$ cat src/rtl/sjm_pkg.sv
/*
 * Constants, register map and jam codes of the saddle jam monitor.
 * Assumes a 40 MHz system clock; all users qualify names fully.
 */
package sjm_pkg;
	// ***************************************************
	// Timing
	// ***************************************************
	localparam int CLK_HZ = 40000000;
	localparam int INLET_DLY_MS = 1000;
	localparam int DLV_DLY_MS = 1000;
	localparam int STITCH_MS = 500;
	localparam int INLET_DLY_CYC = CLK_HZ / 1000 * INLET_DLY_MS;
	localparam int DLV_DLY_CYC = CLK_HZ / 1000 * DLV_DLY_MS;
	localparam int STITCH_CYC = CLK_HZ / 1000 * STITCH_MS;
	// ***************************************************
	// Register map and fields
	// ***************************************************
	localparam logic [3:0] REG_CTRL = 4'h0;
	localparam logic [3:0] REG_LEN = 4'h1;
	localparam logic [3:0] REG_DLV = 4'h2;
	localparam logic [3:0] REG_PPM = 4'h3;
	localparam logic [3:0] REG_STAT = 4'h4;
	localparam int CTRL_RUN = 0;
	localparam int CTRL_SINGLE = 1;
	localparam int CTRL_SIZE_LO = 2;
	localparam logic [3:0] CTRL_RST = 4'h0;
	localparam logic [15:0] LEN_RST = 16'h01a4;
	localparam logic [15:0] DLV_RST = 16'h0190;
	localparam logic [15:0] PPM_RST = 16'h0004;
	localparam logic [16:0] VERT_PATH_MM = 17'h00082;
	localparam logic [16:0] VERT_MARGIN_MM = 17'h00032;
	typedef enum logic [1:0] {SIZE_LARGE, SIZE_B4, SIZE_SMALL} sjm_size_type;
	typedef enum logic [3:0] {
		JAM_NONE, JAM_INLET_DLY, JAM_INLET_STAT, JAM_DLV_DLY,
		JAM_VERT_STAT, JAM_DLV_STAT, JAM_POWER_ON, JAM_DOOR,
		JAM_STAPLE, JAM_SADDLE, JAM_REMOVAL
	} sjm_code_type;
endpackage

$ cat src/rtl/sjm_limit.sv
/*
 * Reloadable down-counter limit: time when tick is constant high,
 * feed distance when tick is one pulse per millimetre.
 * Assumes start, stop and tick synchronous to clk_i.
 */
`timescale 1ns/1ps
module sjm_limit #(parameter int W = 32) (
	input wire logic clk_i,
	input wire logic rst_i,
	input wire logic start_i,
	input wire logic stop_i,
	input wire logic tick_i,
	input wire logic [W-1:0] limit_i,
	output logic expire_o
);
	logic armed_q;
	logic [W-1:0] cnt_q;
	wire last = (cnt_q <= W'(1));

	always_ff @(posedge clk_i) begin
		if (rst_i) begin
			armed_q <= 1'b0;
			cnt_q <= '0;
			expire_o <= 1'b0;
		end else begin
			expire_o <= 1'b0;
			if (start_i) begin
				armed_q <= 1'b1;
				cnt_q <= limit_i;
			end else if (stop_i) begin
				armed_q <= 1'b0;
			end else if (armed_q && tick_i) begin
				if (last) begin
					armed_q <= 1'b0;
					expire_o <= 1'b1;
				end else begin
					cnt_q <= cnt_q - W'(1);
				end
			end
		end
	end

	property p_expire;
		@(posedge clk_i) disable iff (rst_i)
		armed_q && tick_i && last && !start_i && !stop_i |=> expire_o;
	endproperty
	a_expire: assert property (p_expire)
		else $error("limit reached without expiry");
	property p_quiet;
		@(posedge clk_i) disable iff (rst_i)
		!armed_q || stop_i || start_i |=> !expire_o;
	endproperty
	a_quiet: assert property (p_quiet)
		else $error("expiry while not armed");
endmodule

$ cat src/rtl/sjm_stitch.sv
/*
 * Staple jam check for one stitcher: home sensor timing against
 * motor direction. Assumes inputs synchronous to clk_i.
 */
`timescale 1ns/1ps
module sjm_stitch #(parameter int WIN = sjm_pkg::STITCH_CYC) (
	input wire logic clk_i,
	input wire logic rst_i,
	input wire logic cw_i,
	input wire logic ccw_i,
	input wire logic home_i,
	output logic jam_o
);
	logic home_q, ccw_q, cw_arm_q, ccw_arm_q;
	logic [31:0] cw_cnt_q, ccw_cnt_q;
	wire home_rise = home_i && !home_q;
	wire home_fall = !home_i && home_q;
	wire ccw_start = ccw_i && !ccw_q;

	always_ff @(posedge clk_i) begin
		if (rst_i) begin
			home_q <= 1'b0;
			ccw_q <= 1'b0;
			cw_arm_q <= 1'b0;
			ccw_arm_q <= 1'b0;
			cw_cnt_q <= 32'h0;
			ccw_cnt_q <= 32'h0;
			jam_o <= 1'b0;
		end else begin
			home_q <= home_i;
			ccw_q <= ccw_i;
			jam_o <= 1'b0;
			if (cw_i && home_fall) begin
				cw_arm_q <= 1'b1;
				cw_cnt_q <= WIN;
			end else if (cw_arm_q) begin
				if (home_rise) begin
					cw_arm_q <= 1'b0;
				end else if (cw_cnt_q <= 32'h1) begin
					cw_arm_q <= 1'b0;
					jam_o <= 1'b1;
				end else begin
					cw_cnt_q <= cw_cnt_q - 32'h1;
				end
			end
			if (ccw_start) begin
				ccw_arm_q <= 1'b1;
				ccw_cnt_q <= WIN;
			end else if (ccw_arm_q) begin
				if (home_rise) begin
					ccw_arm_q <= 1'b0;
					jam_o <= 1'b1;
				end else if (ccw_cnt_q <= 32'h1) begin
					ccw_arm_q <= 1'b0;
				end else begin
					ccw_cnt_q <= ccw_cnt_q - 32'h1;
				end
			end
		end
	end

	property p_ccw;
		@(posedge clk_i) disable iff (rst_i)
		ccw_arm_q && !ccw_start && home_rise |=> jam_o;
	endproperty
	a_ccw: assert property (p_ccw)
		else $error("home within ccw window not flagged");
	property p_cw;
		@(posedge clk_i) disable iff (rst_i)
		cw_arm_q && !(cw_i && home_fall) && !home_rise
			&& cw_cnt_q == 32'h1 |=> jam_o;
	endproperty
	a_cw: assert property (p_cw)
		else $error("cw home timeout not flagged");
endmodule

$ cat src/rtl/sjm_monitor.sv
/*
 * Saddle jam monitor top: sensor timing checks, jam latch with code,
 * door-close recheck and a small register port.
 * Assumes all sensor inputs synchronous and active high (paper present,
 * cover open, motor running); host reads STAT or watches JAM_O.
 */
//
// Function
// Every detected jam is reported to the host on the jam output.
// Inlet delay jam: first sensor not on within timeout after inlet.
// Inlet stationary jam: sensors still on after 1.5 paper lengths.
// Paper size picks checked sensors; single detection checks one.
// Delivery delay jam: delivery sensor late after pusher top.
// Vertical path still on after half length minus 130 plus 50 mm.
// Delivery sensor still on after fixed feed from its activation.
// Any paper sensor showing paper at power-on is a jam; the code checks only the three paper, vertical path and delivery sensors.
// Any cover open during operation is a jam.
// Clockwise stitcher: home must return within 0.5 s of leaving.
// Counterclockwise stitcher: home active within 0.5 s is a jam.
// Positioning plate sensor off at push start is a jam.
// On doors closing, paper on vertical path reasserts the jam.
// Distances count motor pulses in mm; times count cycles.
// Jam and code hold until the door-close recheck finds path clear.
`timescale 1ns/1ps
module sjm_monitor #(
	parameter int INLET_DLY_CYC = sjm_pkg::INLET_DLY_CYC,
	parameter int DLV_DLY_CYC = sjm_pkg::DLV_DLY_CYC,
	parameter int STITCH_CYC = sjm_pkg::STITCH_CYC
) (
	input wire logic SYS_CLK_I,
	input wire logic RST_I,
	input wire logic [3:0] ADDR_I,
	input wire logic [15:0] WDATA_I,
	input wire logic WR_I,
	input wire logic RD_I,
	output logic [15:0] RDATA_O,
	input wire logic FINISHER_INLET_SENSOR_I,
	input wire logic FIRST_PAPER_SENSOR_I,
	input wire logic SECOND_PAPER_SENSOR_I,
	input wire logic THIRD_PAPER_SENSOR_I,
	input wire logic VERTICAL_PATH_SENSOR_I,
	input wire logic DELIVERY_SENSOR_I,
	input wire logic PUSHER_TOP_SENSOR_I,
	input wire logic POSITIONING_PLATE_PAPER_SENSOR_I,
	input wire logic PUSH_START_I,
	input wire logic FRONT_DOOR_SENSOR_I,
	input wire logic OUTLET_COVER_SENSOR_I,
	input wire logic INLET_COVER_SENSOR_I,
	input wire logic DRIVE_CLK_I,
	input wire logic FRONT_STITCHER_MOTOR_CW_I,
	input wire logic FRONT_STITCHER_MOTOR_CCW_I,
	input wire logic REAR_STITCHER_MOTOR_CW_I,
	input wire logic REAR_STITCHER_MOTOR_CCW_I,
	input wire logic FRONT_STITCHER_HOME_SENSOR_I,
	input wire logic REAR_STITCHER_HOME_SENSOR_I,
	output logic JAM_O,
	output logic [3:0] JAM_CODE_O
);
	// ***************************************************
	// Register port
	// ***************************************************
	logic [3:0] ctrl_q;
	logic [15:0] len_q, dlv_q, ppm_q;

	wire run = ctrl_q[sjm_pkg::CTRL_RUN];
	wire single = ctrl_q[sjm_pkg::CTRL_SINGLE];
	wire [1:0] size = ctrl_q[sjm_pkg::CTRL_SIZE_LO +: 2];
	wire wr_ctrl = WR_I && ADDR_I == sjm_pkg::REG_CTRL;
	wire wr_len = WR_I && ADDR_I == sjm_pkg::REG_LEN;
	wire wr_dlv = WR_I && ADDR_I == sjm_pkg::REG_DLV;
	wire wr_ppm = WR_I && ADDR_I == sjm_pkg::REG_PPM;
	wire [15:0] stat_word = {11'h000, JAM_O, JAM_CODE_O};
	wire [15:0] rd_mux =
		ADDR_I == sjm_pkg::REG_CTRL ? {12'h000, ctrl_q} :
		ADDR_I == sjm_pkg::REG_LEN ? len_q :
		ADDR_I == sjm_pkg::REG_DLV ? dlv_q :
		ADDR_I == sjm_pkg::REG_PPM ? ppm_q :
		ADDR_I == sjm_pkg::REG_STAT ? stat_word : 16'h0000;

	always_ff @(posedge SYS_CLK_I) begin
		if (RST_I) begin
			ctrl_q <= sjm_pkg::CTRL_RST;
			len_q <= sjm_pkg::LEN_RST;
			dlv_q <= sjm_pkg::DLV_RST;
			ppm_q <= sjm_pkg::PPM_RST;
			RDATA_O <= 16'h0000;
		end else begin
			if (wr_ctrl) ctrl_q <= WDATA_I[3:0];
			if (wr_len) len_q <= WDATA_I;
			if (wr_dlv) dlv_q <= WDATA_I;
			if (wr_ppm) ppm_q <= WDATA_I;
			RDATA_O <= RD_I ? rd_mux : 16'h0000;
		end
	end

	// ***************************************************
	// Edges and feed-distance tick
	// ***************************************************
	logic inlet_q, first_q, vert_q, dlv_s_q, top_q, drv_q;
	logic mm_tick_q, pon_q;
	logic [15:0] ppm_cnt_q;

	wire inlet_rise = FINISHER_INLET_SENSOR_I && !inlet_q;
	wire first_rise = FIRST_PAPER_SENSOR_I && !first_q;
	wire vert_fall = !VERTICAL_PATH_SENSOR_I && vert_q;
	wire dlv_rise = DELIVERY_SENSOR_I && !dlv_s_q;
	wire dlv_fall = !DELIVERY_SENSOR_I && dlv_s_q;
	wire top_rise = PUSHER_TOP_SENSOR_I && !top_q;
	wire drv_rise = DRIVE_CLK_I && !drv_q;
	// A pulses-per-mm of zero behaves as one
	wire mm_done = (ppm_cnt_q + 16'h0001) >= ppm_q;

	always_ff @(posedge SYS_CLK_I) begin
		if (RST_I) begin
			inlet_q <= 1'b0;
			first_q <= 1'b0;
			vert_q <= 1'b0;
			dlv_s_q <= 1'b0;
			top_q <= 1'b0;
			drv_q <= 1'b0;
			mm_tick_q <= 1'b0;
			ppm_cnt_q <= 16'h0000;
			pon_q <= 1'b1;
		end else begin
			inlet_q <= FINISHER_INLET_SENSOR_I;
			first_q <= FIRST_PAPER_SENSOR_I;
			vert_q <= VERTICAL_PATH_SENSOR_I;
			dlv_s_q <= DELIVERY_SENSOR_I;
			top_q <= PUSHER_TOP_SENSOR_I;
			drv_q <= DRIVE_CLK_I;
			pon_q <= 1'b0;
			mm_tick_q <= drv_rise && mm_done;
			if (drv_rise) begin
				ppm_cnt_q <= mm_done ? 16'h0000 : ppm_cnt_q + 16'h0001;
			end
		end
	end

	// ***************************************************
	// Limits
	// ***************************************************
	logic inlet_dly_exp, inlet_stat_exp, dlv_dly_exp;
	logic vert_exp, dlv_stat_exp, front_jam, rear_jam;

	wire [16:0] half_len = {2'b00, len_q[15:1]};
	wire [16:0] vert_sum = half_len + sjm_pkg::VERT_MARGIN_MM;
	// Short paper would give a negative feed; clamp to 1 mm
	wire [16:0] vert_mm = vert_sum > sjm_pkg::VERT_PATH_MM ?
		vert_sum - sjm_pkg::VERT_PATH_MM : 17'h00001;
	wire [31:0] inlet_mm = {16'h0000, len_q} + {16'h0000, 1'b0, len_q[15:1]};

	sjm_limit #(.W(32)) u_inlet_dly (
		.clk_i(SYS_CLK_I),
		.rst_i(RST_I),
		.start_i(inlet_rise),
		.stop_i(first_rise),
		.tick_i(1'b1),
		.limit_i(32'(INLET_DLY_CYC)),
		.expire_o(inlet_dly_exp)
	);
	sjm_limit #(.W(32)) u_inlet_stat (
		.clk_i(SYS_CLK_I),
		.rst_i(RST_I),
		.start_i(first_rise),
		.stop_i(1'b0),
		.tick_i(mm_tick_q),
		.limit_i(inlet_mm),
		.expire_o(inlet_stat_exp)
	);
	sjm_limit #(.W(32)) u_dlv_dly (
		.clk_i(SYS_CLK_I),
		.rst_i(RST_I),
		.start_i(top_rise),
		.stop_i(dlv_rise),
		.tick_i(1'b1),
		.limit_i(32'(DLV_DLY_CYC)),
		.expire_o(dlv_dly_exp)
	);
	sjm_limit #(.W(32)) u_vert (
		.clk_i(SYS_CLK_I),
		.rst_i(RST_I),
		.start_i(dlv_rise),
		.stop_i(vert_fall),
		.tick_i(mm_tick_q),
		.limit_i({15'h0000, vert_mm}),
		.expire_o(vert_exp)
	);
	sjm_limit #(.W(32)) u_dlv_stat (
		.clk_i(SYS_CLK_I),
		.rst_i(RST_I),
		.start_i(dlv_rise),
		.stop_i(dlv_fall),
		.tick_i(mm_tick_q),
		.limit_i({16'h0000, dlv_q}),
		.expire_o(dlv_stat_exp)
	);
	sjm_stitch #(.WIN(STITCH_CYC)) u_front (
		.clk_i(SYS_CLK_I),
		.rst_i(RST_I),
		.cw_i(FRONT_STITCHER_MOTOR_CW_I),
		.ccw_i(FRONT_STITCHER_MOTOR_CCW_I),
		.home_i(FRONT_STITCHER_HOME_SENSOR_I),
		.jam_o(front_jam)
	);
	sjm_stitch #(.WIN(STITCH_CYC)) u_rear (
		.clk_i(SYS_CLK_I),
		.rst_i(RST_I),
		.cw_i(REAR_STITCHER_MOTOR_CW_I),
		.ccw_i(REAR_STITCHER_MOTOR_CCW_I),
		.home_i(REAR_STITCHER_HOME_SENSOR_I),
		.jam_o(rear_jam)
	);

	// ***************************************************
	// Detection
	// ***************************************************
	wire [2:0] sel_mask =
		(single || size == sjm_pkg::SIZE_LARGE) ? 3'h1 :
		size == sjm_pkg::SIZE_B4 ? 3'h3 : 3'h7;
	wire [2:0] paper = {THIRD_PAPER_SENSOR_I, SECOND_PAPER_SENSOR_I,
		FIRST_PAPER_SENSOR_I};
	wire any_path = |paper || VERTICAL_PATH_SENSOR_I || DELIVERY_SENSOR_I;
	wire doors_open = FRONT_DOOR_SENSOR_I || OUTLET_COVER_SENSOR_I ||
		INLET_COVER_SENSOR_I;
	wire door_jam = run && doors_open;
	wire pon_jam = pon_q && any_path;
	wire stat_jam = inlet_stat_exp && |(paper & sel_mask);
	wire vert_jam = vert_exp && VERTICAL_PATH_SENSOR_I;
	wire saddle_jam = PUSH_START_I && !POSITIONING_PLATE_PAPER_SENSOR_I;
	wire staple_jam = front_jam || rear_jam;
	wire det = door_jam || pon_jam || inlet_dly_exp || stat_jam ||
		dlv_dly_exp || vert_jam || dlv_stat_exp || staple_jam ||
		saddle_jam;
	wire [3:0] det_code =
		door_jam ? sjm_pkg::JAM_DOOR :
		pon_jam ? sjm_pkg::JAM_POWER_ON :
		inlet_dly_exp ? sjm_pkg::JAM_INLET_DLY :
		stat_jam ? sjm_pkg::JAM_INLET_STAT :
		dlv_dly_exp ? sjm_pkg::JAM_DLV_DLY :
		vert_jam ? sjm_pkg::JAM_VERT_STAT :
		dlv_stat_exp ? sjm_pkg::JAM_DLV_STAT :
		staple_jam ? sjm_pkg::JAM_STAPLE : sjm_pkg::JAM_SADDLE;

	// ***************************************************
	// Jam latch and door-close recheck
	// ***************************************************
	logic door_seen_q;
	// Recheck only after doors were opened during a jam
	wire recheck = JAM_O && door_seen_q && !doors_open;

	always_ff @(posedge SYS_CLK_I) begin
		if (RST_I) begin
			JAM_O <= 1'b0;
			JAM_CODE_O <= sjm_pkg::JAM_NONE;
			door_seen_q <= 1'b0;
		end else begin
			// New detection wins over a clearing recheck
			if (det) begin
				JAM_O <= 1'b1;
				JAM_CODE_O <= det_code;
			end else if (recheck && VERTICAL_PATH_SENSOR_I) begin
				JAM_O <= 1'b1;
				JAM_CODE_O <= sjm_pkg::JAM_REMOVAL;
			end else if (recheck) begin
				JAM_O <= 1'b0;
				JAM_CODE_O <= sjm_pkg::JAM_NONE;
			end
			if (recheck) door_seen_q <= 1'b0;
			else if (JAM_O && doors_open) door_seen_q <= 1'b1;
		end
	end

	// ***************************************************
	// Checks
	// ***************************************************
	property p_report;
		@(posedge SYS_CLK_I) disable iff (RST_I)
		det |=> JAM_O && JAM_CODE_O != sjm_pkg::JAM_NONE;
	endproperty
	a_report: assert property (p_report)
		else $error("detected jam not reported");
	property p_door;
		@(posedge SYS_CLK_I) disable iff (RST_I)
		run && doors_open |=> JAM_O && JAM_CODE_O == sjm_pkg::JAM_DOOR;
	endproperty
	a_door: assert property (p_door)
		else $error("door open in operation not flagged");
	property p_power;
		@(posedge SYS_CLK_I) disable iff (RST_I)
		pon_q && any_path |=> JAM_O;
	endproperty
	a_power: assert property (p_power)
		else $error("power-on paper not flagged");
	property p_hold;
		@(posedge SYS_CLK_I) disable iff (RST_I)
		JAM_O && !recheck |=> JAM_O && ($stable(JAM_CODE_O) || $past(det));
	endproperty
	a_hold: assert property (p_hold)
		else $error("jam dropped without recheck");
	property p_clear;
		@(posedge SYS_CLK_I) disable iff (RST_I)
		recheck && !VERTICAL_PATH_SENSOR_I && !det |=> !JAM_O;
	endproperty
	a_clear: assert property (p_clear)
		else $error("clear path recheck did not release jam");
	property p_removal;
		@(posedge SYS_CLK_I) disable iff (RST_I)
		recheck && VERTICAL_PATH_SENSOR_I && !det
			|=> JAM_O && JAM_CODE_O == sjm_pkg::JAM_REMOVAL;
	endproperty
	a_removal: assert property (p_removal)
		else $error("faulty removal not reasserted");
	property p_saddle;
		@(posedge SYS_CLK_I) disable iff (RST_I)
		PUSH_START_I && !POSITIONING_PLATE_PAPER_SENSOR_I |=> JAM_O;
	endproperty
	a_saddle: assert property (p_saddle)
		else $error("saddle feed delay not flagged");
	property p_single;
		@(posedge SYS_CLK_I) disable iff (RST_I)
		inlet_stat_exp && single && !FIRST_PAPER_SENSOR_I && !JAM_O
			&& !door_jam && !pon_jam && !inlet_dly_exp && !dlv_dly_exp
			&& !vert_jam && !dlv_stat_exp && !staple_jam && !saddle_jam
			|=> !JAM_O;
	endproperty
	a_single: assert property (p_single)
		else $error("single detection checked other sensors");
	property p_vert;
		@(posedge SYS_CLK_I) disable iff (RST_I)
		vert_exp && VERTICAL_PATH_SENSOR_I |=> JAM_O;
	endproperty
	a_vert: assert property (p_vert)
		else $error("vertical path stationary not flagged");
	// A released jam must never leave a stale code behind
	property p_idle_code;
		@(posedge SYS_CLK_I) disable iff (RST_I)
		!JAM_O |-> JAM_CODE_O == sjm_pkg::JAM_NONE;
	endproperty
	a_idle_code: assert property (p_idle_code)
		else $error("jam code without jam");
	property p_read;
		@(posedge SYS_CLK_I) disable iff (RST_I)
		RD_I && ADDR_I == sjm_pkg::REG_STAT |=> RDATA_O == $past(stat_word);
	endproperty
	a_read: assert property (p_read)
		else $error("status read mismatch");
endmodule

$ cat config.mk
export PLATFORM = sky130hd
export DESIGN_NAME = sjm_monitor
export DESIGN_NICKNAME = d
export VERILOG_FILES = /design/src/rtl/sjm_pkg.sv /design/src/rtl/sjm_limit.sv /design/src/rtl/sjm_stitch.sv /design/src/rtl/sjm_monitor.sv
export SDC_FILE = /design/constraint.sdc
export NUM_CORES = 1
export LEC_CHECK = 0
export BUFFER_PORTS_ARGS = -buffer_cell sky130_fd_sc_hd__buf_2
export CELL_PAD_IN_SITES_DETAIL_PLACEMENT = 1
export CELL_PAD_IN_SITES_GLOBAL_PLACEMENT = 1
export CORE_MARGIN = 3
export CORE_UTILIZATION = 48
export DETAILED_ROUTE_END_ITERATION = 12
export GPL_ROUTABILITY_DRIVEN = 0
export GPL_TIMING_DRIVEN = 0
export PLACE_DENSITY_LB_ADDON = 0.12
export SETUP_SLACK_MARGIN = 0.02
export SKIP_LAST_GASP = 1
export SLEW_MARGIN = 5
export SYNTH_ARGS = -nofsm -noshare
export SYNTH_HDL_FRONTEND = slang
export SYNTH_SLANG_ARGS = --single-unit
$ cat constraint.sdc
create_clock -name SYS_CLK_I -period 5 [get_ports SYS_CLK_I]
set_clock_uncertainty 0.2 [all_clocks]
set_input_delay 0.25 -clock SYS_CLK_I [delete_from_list [all_inputs] [get_ports SYS_CLK_I]]
set_output_delay 0.25 -clock SYS_CLK_I [all_outputs]
set_load 0.1 [all_outputs]
==> summary.md, run 1 <==
| Metric | Value |
|---|---|
| Status | `complete, no violations` |
| CP Class | `reg -> reg` |
| Layout cell share with drive strength beyond 1 | `7.02%` |
| Area after DPL | `0.0214 mm²` |
| Final wirelength | `65200 µm` |
| Worst-margin pin slew | `1220 ps` |
| HP Class | `in -> reg` |
| Clk sinks | `406` |
| Max-slew violations | `0` |
| Antenna cell count | `0` |
| Post CTS Setup Buffer Count | `0` |
| H-tree Lvls | `2` |
| Switch share | `28.6%` |
| MaxCap Viol Count | `0` |
| Initial antenna violation count | `1` |
| Cells after Synth | `2499` |
| Final setup vio count | `0` |
| First-pass GRT wire length | `103000 µm` |
| Worst reg2reg path depth | `13` |
| Pint | `5.84 mW` |
| Yosys top cell by area | `dfxtp_1` |
| WHS Endpoint | `JAM_CODE_O[3]` |
| Worst-Skew Late Latency | `590 ps` |
| Top cells by count, synth | `dfxtp_1 (406), nor2_1 (327), nand2_1 (250)` |
| Max-slew headroom | `18.5%` |
| Vias in the first global route | `19260` |
| Clock share of power | `43.1%` |
| Die area | `0.0451 mm²` |
| Die X | `212 µm` |
| Mapped Avg Cell Area | `8.18 µm²` |
| Psw | `2.34 mW` |
| Distinct cells, synth | `80` |
| Netlist Area Pre-Place | `0.0204 mm²` |
| Yosys top cell area share | `39.8%` |
| HP Start | `FRONT_DOOR_SENSOR_I` |
| Final Hold Vio Count | `0` |
| Core area | `0.0415 mm²` |
| Area contributors post-synth | `dfxtp_1 (40%), xnor2_1 (6.8%), nor2_1 (6.0%), xor2_1 (5.0%), nand2_1 (4.6%)` |
| RSZ-0062 raised after global routing | `no` |
| DR pass1 iterations | `5` |
| Number of CTS-inserted buffers | `46` |
| Post-synth EDFFs | `0` |
| Worst vdd ir | `300 µV` |
| Overflow after GRT | `0` |
| CTS Buffer Depth | `3` |
| F_max | `212 MHz` |
| Pin count of the biggest net entering global routing | `14` |
| Pwr dens | `350 mW/mm²` |
| CP Data Arrival Time | `4930 ps` |
| Root Driver | `clkbuf_16` |
| Hold path depth | `5` |
| Part of the power in registers | `42.5%` |
| Data required time of the critical path | `5220 ps` |
| Area growth from synthesis to layout | `14.2%` |
| Final instance area | `0.0233 mm²` |
| Initial core utilization | `49.3%` |
| Port Buffer Count | `60` |
| Detailed Route Iter0 Violations | `964` |
| Leakage | `8.63 nW` |
| Setup_tns | `0 ps` |
| R2R Path End | `ppm_cnt_q[4]` |
| Ports | `64` |
| Number of fillers in the final layout | `5016` |
| GRT Overall Usage | `28.4%` |
| CTS tree | `done` |
| Seq/Total Area, Yosys | `39.8%` |
| Fin crit share | `94.3%` |
| CTS clk-pin slew, worst paths | `70 ps` |
| Critical Path End Type | `flop` |
| #FFs+latches synth | `406` |
| CP bufs+invs | `2` |
| Combinational Power Share | `14.4%` |
| Slowest cell on the critical path | `a21boi_0` |
| Reg-to-Reg Start | `ppm_cnt_q[0]` |
| Nets@finish | `2745` |
| Synth async-reset ratio | `0%` |
| Flop2flop setup slack | `280 ps` |
| Wirelength per Cell | `20.3 µm` |
| Synth warn | `0` |
| Detailed-placement wirelength estimate | `46900 µm` |
| Syn_nets | `2601` |
| Family with the most delay on the worst path | `compound AO/OA/AOI/OAI gates` |
| Worst stage delay on the critical path | `750 ps` |
| Tot Pwr | `8.18 mW` |
| Die height | `212 µm` |
| Final Critical Period | `4720 ps` |
| Antenna Violating Nets Remaining | `0` |
| Drt drc | `0` |
| Vias after detailed routing | `18890` |
| Via density per instance | `5.88` |
| CP Max Fanout | `8` |
| Top-count cell post-synth | `dfxtp_1` |
| Top_reg_cell synth | `dfxtp_1` |
| Cell Chain, Critical Path | `ha_1 -> clkbuf_1 -> and4_1 -> and3_1 -> clkbuf_1 -> nor3b_1 -> xor2_1 -> ha_1 -> nand3_1 -> o21ai_0 -> nor2_1 -> a21boi_0 -> o21ai_0` |
| Startpoint Class | `flop` |
| Site row count | `74` |
## state kept, by name, indices dropped and copies added (netlist names), 32 cells and up
| register | cells |
|---|---|
| u_dlv_dly.cnt_q | 32 |
| u_dlv_stat.cnt_q | 32 |
| u_front.ccw_cnt_q | 32 |
| u_front.cw_cnt_q | 32 |
| u_inlet_dly.cnt_q | 32 |
| u_inlet_stat.cnt_q | 32 |
| u_rear.ccw_cnt_q | 32 |
| u_rear.cw_cnt_q | 32 |
| u_vert.cnt_q | 32 |
## timing repair
action                     in CTS  in global routing
gates resized for setup         0                  1
setup endpoints to repair       0                  1
hold endpoints to repair       82                  0
hold buffers                   36                  0
## worst register-to-register path: stages, from the launching register on
cell	delay (ps)
dfxtp_1	480
ha_1	220
clkbuf_1	320
and4_1	370
and3_1	180
clkbuf_1	230
nor3b_1	470
xor2_1	170
ha_1	330
nand3_1	110
o21ai_0	390
nor2_1	100
a21boi_0	750
o21ai_0	220
## how the worst max path moves through the flow
stage	from	endpoint	slack [ps]	depth (start not counted)
after CTS	ppm_cnt_q[0]	ppm_cnt_q[14]	420	13
after floorplan	ppm_cnt_q[0]	ppm_cnt_q[14]	1490	13
final	ppm_cnt_q[0]	ppm_cnt_q[4]	280	13
after detailed placement	ppm_cnt_q[0]	ppm_cnt_q[14]	490	13
after global routing	ppm_cnt_q[0]	ppm_cnt_q[5]	80	13
after global placement	ppm_cnt_q[0]	ppm_cnt_q[14]	560	13
## cell type report
class | instances | area [µm²] | area share, %
Clock buffer | 61 | 1330 | 5.69
Buffer | 108 | 413 | 1.77
Tap cell | 532 | 666 | 2.85
Clock inverter | 22 | 234 | 1.00
Timing Repair Buffer | 96 | 661 | 2.83
Sequential cell | 406 | 8130 | 34.8
Multi-Input combinational cell | 1914 | 11600 | 49.9
Inverter | 71 | 267 | 1.14
## stage by stage
stage / setup slack [ps] / cells / hold WS [ps] / util [%]
CTS: 423 / 3210 / 20.4 / 56.3
global placement: 561 / 3091 / 242 / 51.6
floorplan: 1490 / 2499 / 77.7 / -
detailed placement: 489 / 3091 / 252 / 51.6
global route: 76.4 / 3210 / 92.7 / 56.3
finish: 284 / 3210 / 61.6 / 56.3
## layer usage
layer | global-route usage (%) | share of wire [%] | up-vias
met5 | 0 | 0.014 | -
met4 | 11.5 | 3.9 | 2
met3 | 3.82 | 3.8 | 133
met2 | 49.7 | 48 | 355
met1 | 35.2 | 44 | 9329
li1 | - | - | 9071
## kinds of logic (layout without fill, tap and decap cells)
| kind of cell | Yosys count | count (layout) | share of synthesized area, % |
|---|---|---|---|
| simple gates | 1126 | 1126 | 27.6 |
| compound gates | 449 | 449 | 13.6 |
| flops | 406 | 406 | 39.8 |
| xor+xnor | 275 | 275 | 11.8 |
| buf+inv | 179 | 358 | 3.32 |
| fa+ha+maj | 59 | 59 | 3.65 |
| mux | 5 | 5 | 0.251 |
## cell usage in the layout (no fill, tap or decap), types with 9 or more instances in the layout
master	netlist	layout
xnor2_1	159	159
nor4_1	60	59
clkbuf_1	104	108
nor2b_1	23	23
dlygate4sd3_1	0	36
o21ai_0	83	83
buf_2	0	60
xor2_1	116	116
and2_1	12	12
nand4_1	18	18
inv_1	71	71
nor3b_1	9	9
a22oi_1	22	22
nor2_1	327	327
a21oi_1	178	177
nand2_1	250	250
dfxtp_1	406	406
a31oi_1	13	13
ha_1	58	58
o31ai_1	12	12
clkbuf_8	0	10
nand3b_1	25	25
nand3_1	77	77
and3_1	13	13
clkinv_2	0	9
or2_2	21	21
or3_1	55	55
a211oi_1	26	26
nor3_1	110	110
o22ai_1	20	20
clkbuf_16	0	47
or4_1	53	53
nand2b_1	28	28
## power by group through the flow
stage          combinational, mW  sequential [mW]  clock (mW)
3_3_place_gp                1.09             3.53           0
4_1_cts                     1.17             3.47        3.57
2_1_floorplan              0.784             3.54           0
6_report                    1.18             3.47        3.52
5_1_grt                     1.30             3.49        3.70
3_5_place_dp                1.13             3.54           0
Power figures use the tool's default switching activity.
==> run 2: changes to the inputs <==
clock period = 4.6 ns   (was 5 ns; I/O delays follow)
==> run 2 against run 1 <==
- cell area barely moved
- clock-buffer cell count did not move
- via count rose by 0.12%
- core utilization barely moved
- critical path type unchanged
- clock power rose by 8.5%
- sequential cell count did not move
- total power rose by 8.6%
- critical path depth did not move
- global-route usage did not move
- worst hold slack got worse by 17 ps
- wire length barely moved
- combinational power rose by 8%
==> summary.md, run 2 (synthesis gave the netlist of run 1 again) <==
| Metric | Value |
|---|---|
| Status | `complete, no violations` |
| Data required time of the critical path | `4830 ps (-390 ps)` |
| GRT Overall Usage | `28.4% (unchanged)` |
| Multi-input gate area | `0.0117 mm² (about the same)` |
| CTS tree | `done` |
| Final Critical Period | `4260 ps (-459 ps)` |
| Post CTS Setup Buffer Count | `0 (unchanged)` |
| Setup_tns | `0 ps (unchanged)` |
| DR pass1 iterations | `7 (+2)` |
| Antenna Violating Nets Remaining | `0 (unchanged)` |
| CTS Buffer Depth | `3 (unchanged)` |
| Wirelength per Cell | `20.3 µm (about the same)` |
| Via density per instance | `5.89 (+0.12%)` |
| Max-slew violations | `0 (unchanged)` |
| Fin crit share | `92.5% (-1.8 points)` |
| Final instance area | `0.0234 mm² (about the same)` |
| HP Class | `in -> reg` |
| Combinational Power Share | `14.4% (about the same)` |
| Number of CTS-inserted buffers | `46 (unchanged)` |
| Clk sinks | `406 (unchanged)` |
| Commonest non-fill, non-tap cell in the layout | `dfxtp_1` |
| Area growth from synthesis to layout | `14.2% (about the same)` |
| H-tree Lvls | `2 (unchanged)` |
| Part of the power in registers | `42.5% (about the same)` |
| Number of fillers in the final layout | `5014 (-0.040%)` |
| Worst vdd ir | `323 µV (+7.6%)` |
| Leakage | `8.63 nW (about the same)` |
| Pwr dens | `380 mW/mm² (+8.6%)` |
| Final Hold Vio Count | `0 (unchanged)` |
| Vias after detailed routing | `18913 (+0.12%)` |
| Nets@finish | `2745 (unchanged)` |
| Worst-margin pin slew | `1260 ps (+39.2 ps)` |
| CP Max Fanout | `8 (unchanged)` |
| Util after Layout | `56.3% (about the same)` |
| Root Driver | `clkbuf_16` |
| MaxCap Viol Count | `0 (unchanged)` |
| Overflow after GRT | `0 (unchanged)` |
| Initial antenna violation count | `1 (unchanged)` |
| Drt drc | `0 (unchanged)` |
| Vias in the first global route | `19260 (unchanged)` |
| RSZ-0062 raised after global routing | `no` |
| CP Class | `reg -> reg` |
| Site row count | `74 (unchanged)` |
| Psw | `2.53 mW (+8.4%)` |
| Detailed-placement wirelength estimate | `46900 µm (unchanged)` |
| Tot Pwr | `8.88 mW (+8.6%)` |
| Die X | `212 µm (unchanged)` |
| Max-slew headroom | `15.9% (-2.6 points)` |
| Clock share of power | `43.0% (about the same)` |
| Initial core utilization | `49.3% (unchanged)` |
| Final wirelength | `65100 µm (about the same)` |
| Critical Path End Type | `flop` |
| First-pass GRT wire length | `103000 µm (unchanged)` |
| Startpoint Class | `flop` |
| Pin count of the biggest net entering global routing | `14 (unchanged)` |
| Commonest non-fill, non-tap cells in the layout | `dfxtp_1 (406), nor2_1 (327), nand2_1 (250)` |
| Worst-Skew Late Latency | `590 ps (about the same)` |
| Die height | `212 µm (unchanged)` |
| F_max | `235 MHz (+11%)` |
| Die area | `0.0451 mm² (unchanged)` |
| Final setup vio count | `0 (unchanged)` |
| Pint | `6.35 mW (+8.7%)` |
| Ports | `64 (unchanged)` |
| Worst stage delay on the critical path | `490 ps (-260 ps)` |
| Port Buffer Count | `60 (unchanged)` |
| Detailed Route Iter0 Violations | `940 (-2.5%)` |
| Antenna cell count | `0 (unchanged)` |
| CP Data Arrival Time | `4490 ps (-440 ps)` |
| Register area | `0.00813 mm² (unchanged)` |
| CTS clk-pin slew, worst paths | `60 ps (about the same)` |
| Slowest cell on the critical path | `a21boi_1` |
| Cell Chain, Critical Path | `ha_1 -> clkbuf_1 -> and4_1 -> and3_1 -> clkbuf_1 -> nor3b_2 -> xor2_1 -> ha_1 -> nand3_1 -> o21ai_0 -> nor2_1 -> a21boi_1 -> o21ai_0` |
| Core area | `0.0415 mm² (unchanged)` |
| Layout cell share with drive strength beyond 1 | `7.09% (+0.075 points)` |
| Area after DPL | `0.0214 mm² (unchanged)` |
| Switch share | `28.5% (-0.062 points)` |
==> run 2: cell counts in the layout (fill, tap and decap cells not counted) <==
Identical to the previous run, type by type.
==> run 2: final timing paths <==
check	cells past startpoint	slack, ps	endpoint	startpoint
setup / recovery	13	340	ppm_cnt_q[4]	ppm_cnt_q[0]
hold / removal	5	40	JAM_CODE_O[3]	FRONT_DOOR_SENSOR_I
setup reg to reg	13	340	ppm_cnt_q[4]	ppm_cnt_q[0]
hold reg to reg	2	260	u_front.ccw_cnt_q[23]	u_front.ccw_cnt_q[23]
==> run 2: critical path: cells and delay by family (launching register included) <==
kind	cells	cell delay, ps
XOR/XNOR	1	150
buffers and inverters	2	560
adder cells (fa/ha/maj)	2	530
flip-flops	1	480
AO/OA/AOI/OAI	3	1070
AND/OR/NAND/NOR	5	1110
==> run 2: final cells by class <==
type | instances | share of cell area, %
well taps | 532 | 2.85
flip-flops and latches | 406 | 34.8
repair buffers | 96 | 2.83
clock buffers | 61 | 5.69
plain buffers | 108 | 1.77
inverters | 71 | 1.14
multi-input cells | 1914 | 49.9
clock inverters | 22 | 1.00
==> run 2: power groups by stage <==
stage	Sequential [mW]	Clock [mW]	Combinational [mW]
3_5_place_dp	3.85	0	1.23
3_3_place_gp	3.84	0	1.18
4_1_cts	3.77	3.88	1.27
6_report	3.78	3.82	1.28
5_1_grt	3.79	4.03	1.41
2_1_floorplan	3.85	0	0.853
==> run 2: per-layer routing <==
layer | wire length, µm | vias to the layer above | GRT usage (%) | part of all wire (%)
met5 | 9 | - | 0 | 0.014
met1 | 28300 | 9305 | 35.2 | 43
met4 | 2550 | 2 | 11.5 | 3.9
met3 | 2670 | 138 | 3.82 | 4.1
li1 | - | 9081 | - | -
met2 | 31600 | 387 | 49.7 | 49
==> run 2: repair_timing <==
action                                 in CTS  in global routing
hold buffers                               36                  0
gates resized for setup                     0                  5
setup endpoints to repair                   0                 17
endpoints found under the hold margin      85                  0
==> run 2: through the flow <==
step                instances  hold WS (ps)  worst slack (ps)
CTS                      3210         0.388              23.1
detailed placement       3091           252              88.5
floorplan                2499          57.7              1090
global placement         3091           242               161
global route             3210          72.7              91.3
finish                   3210          44.6               343
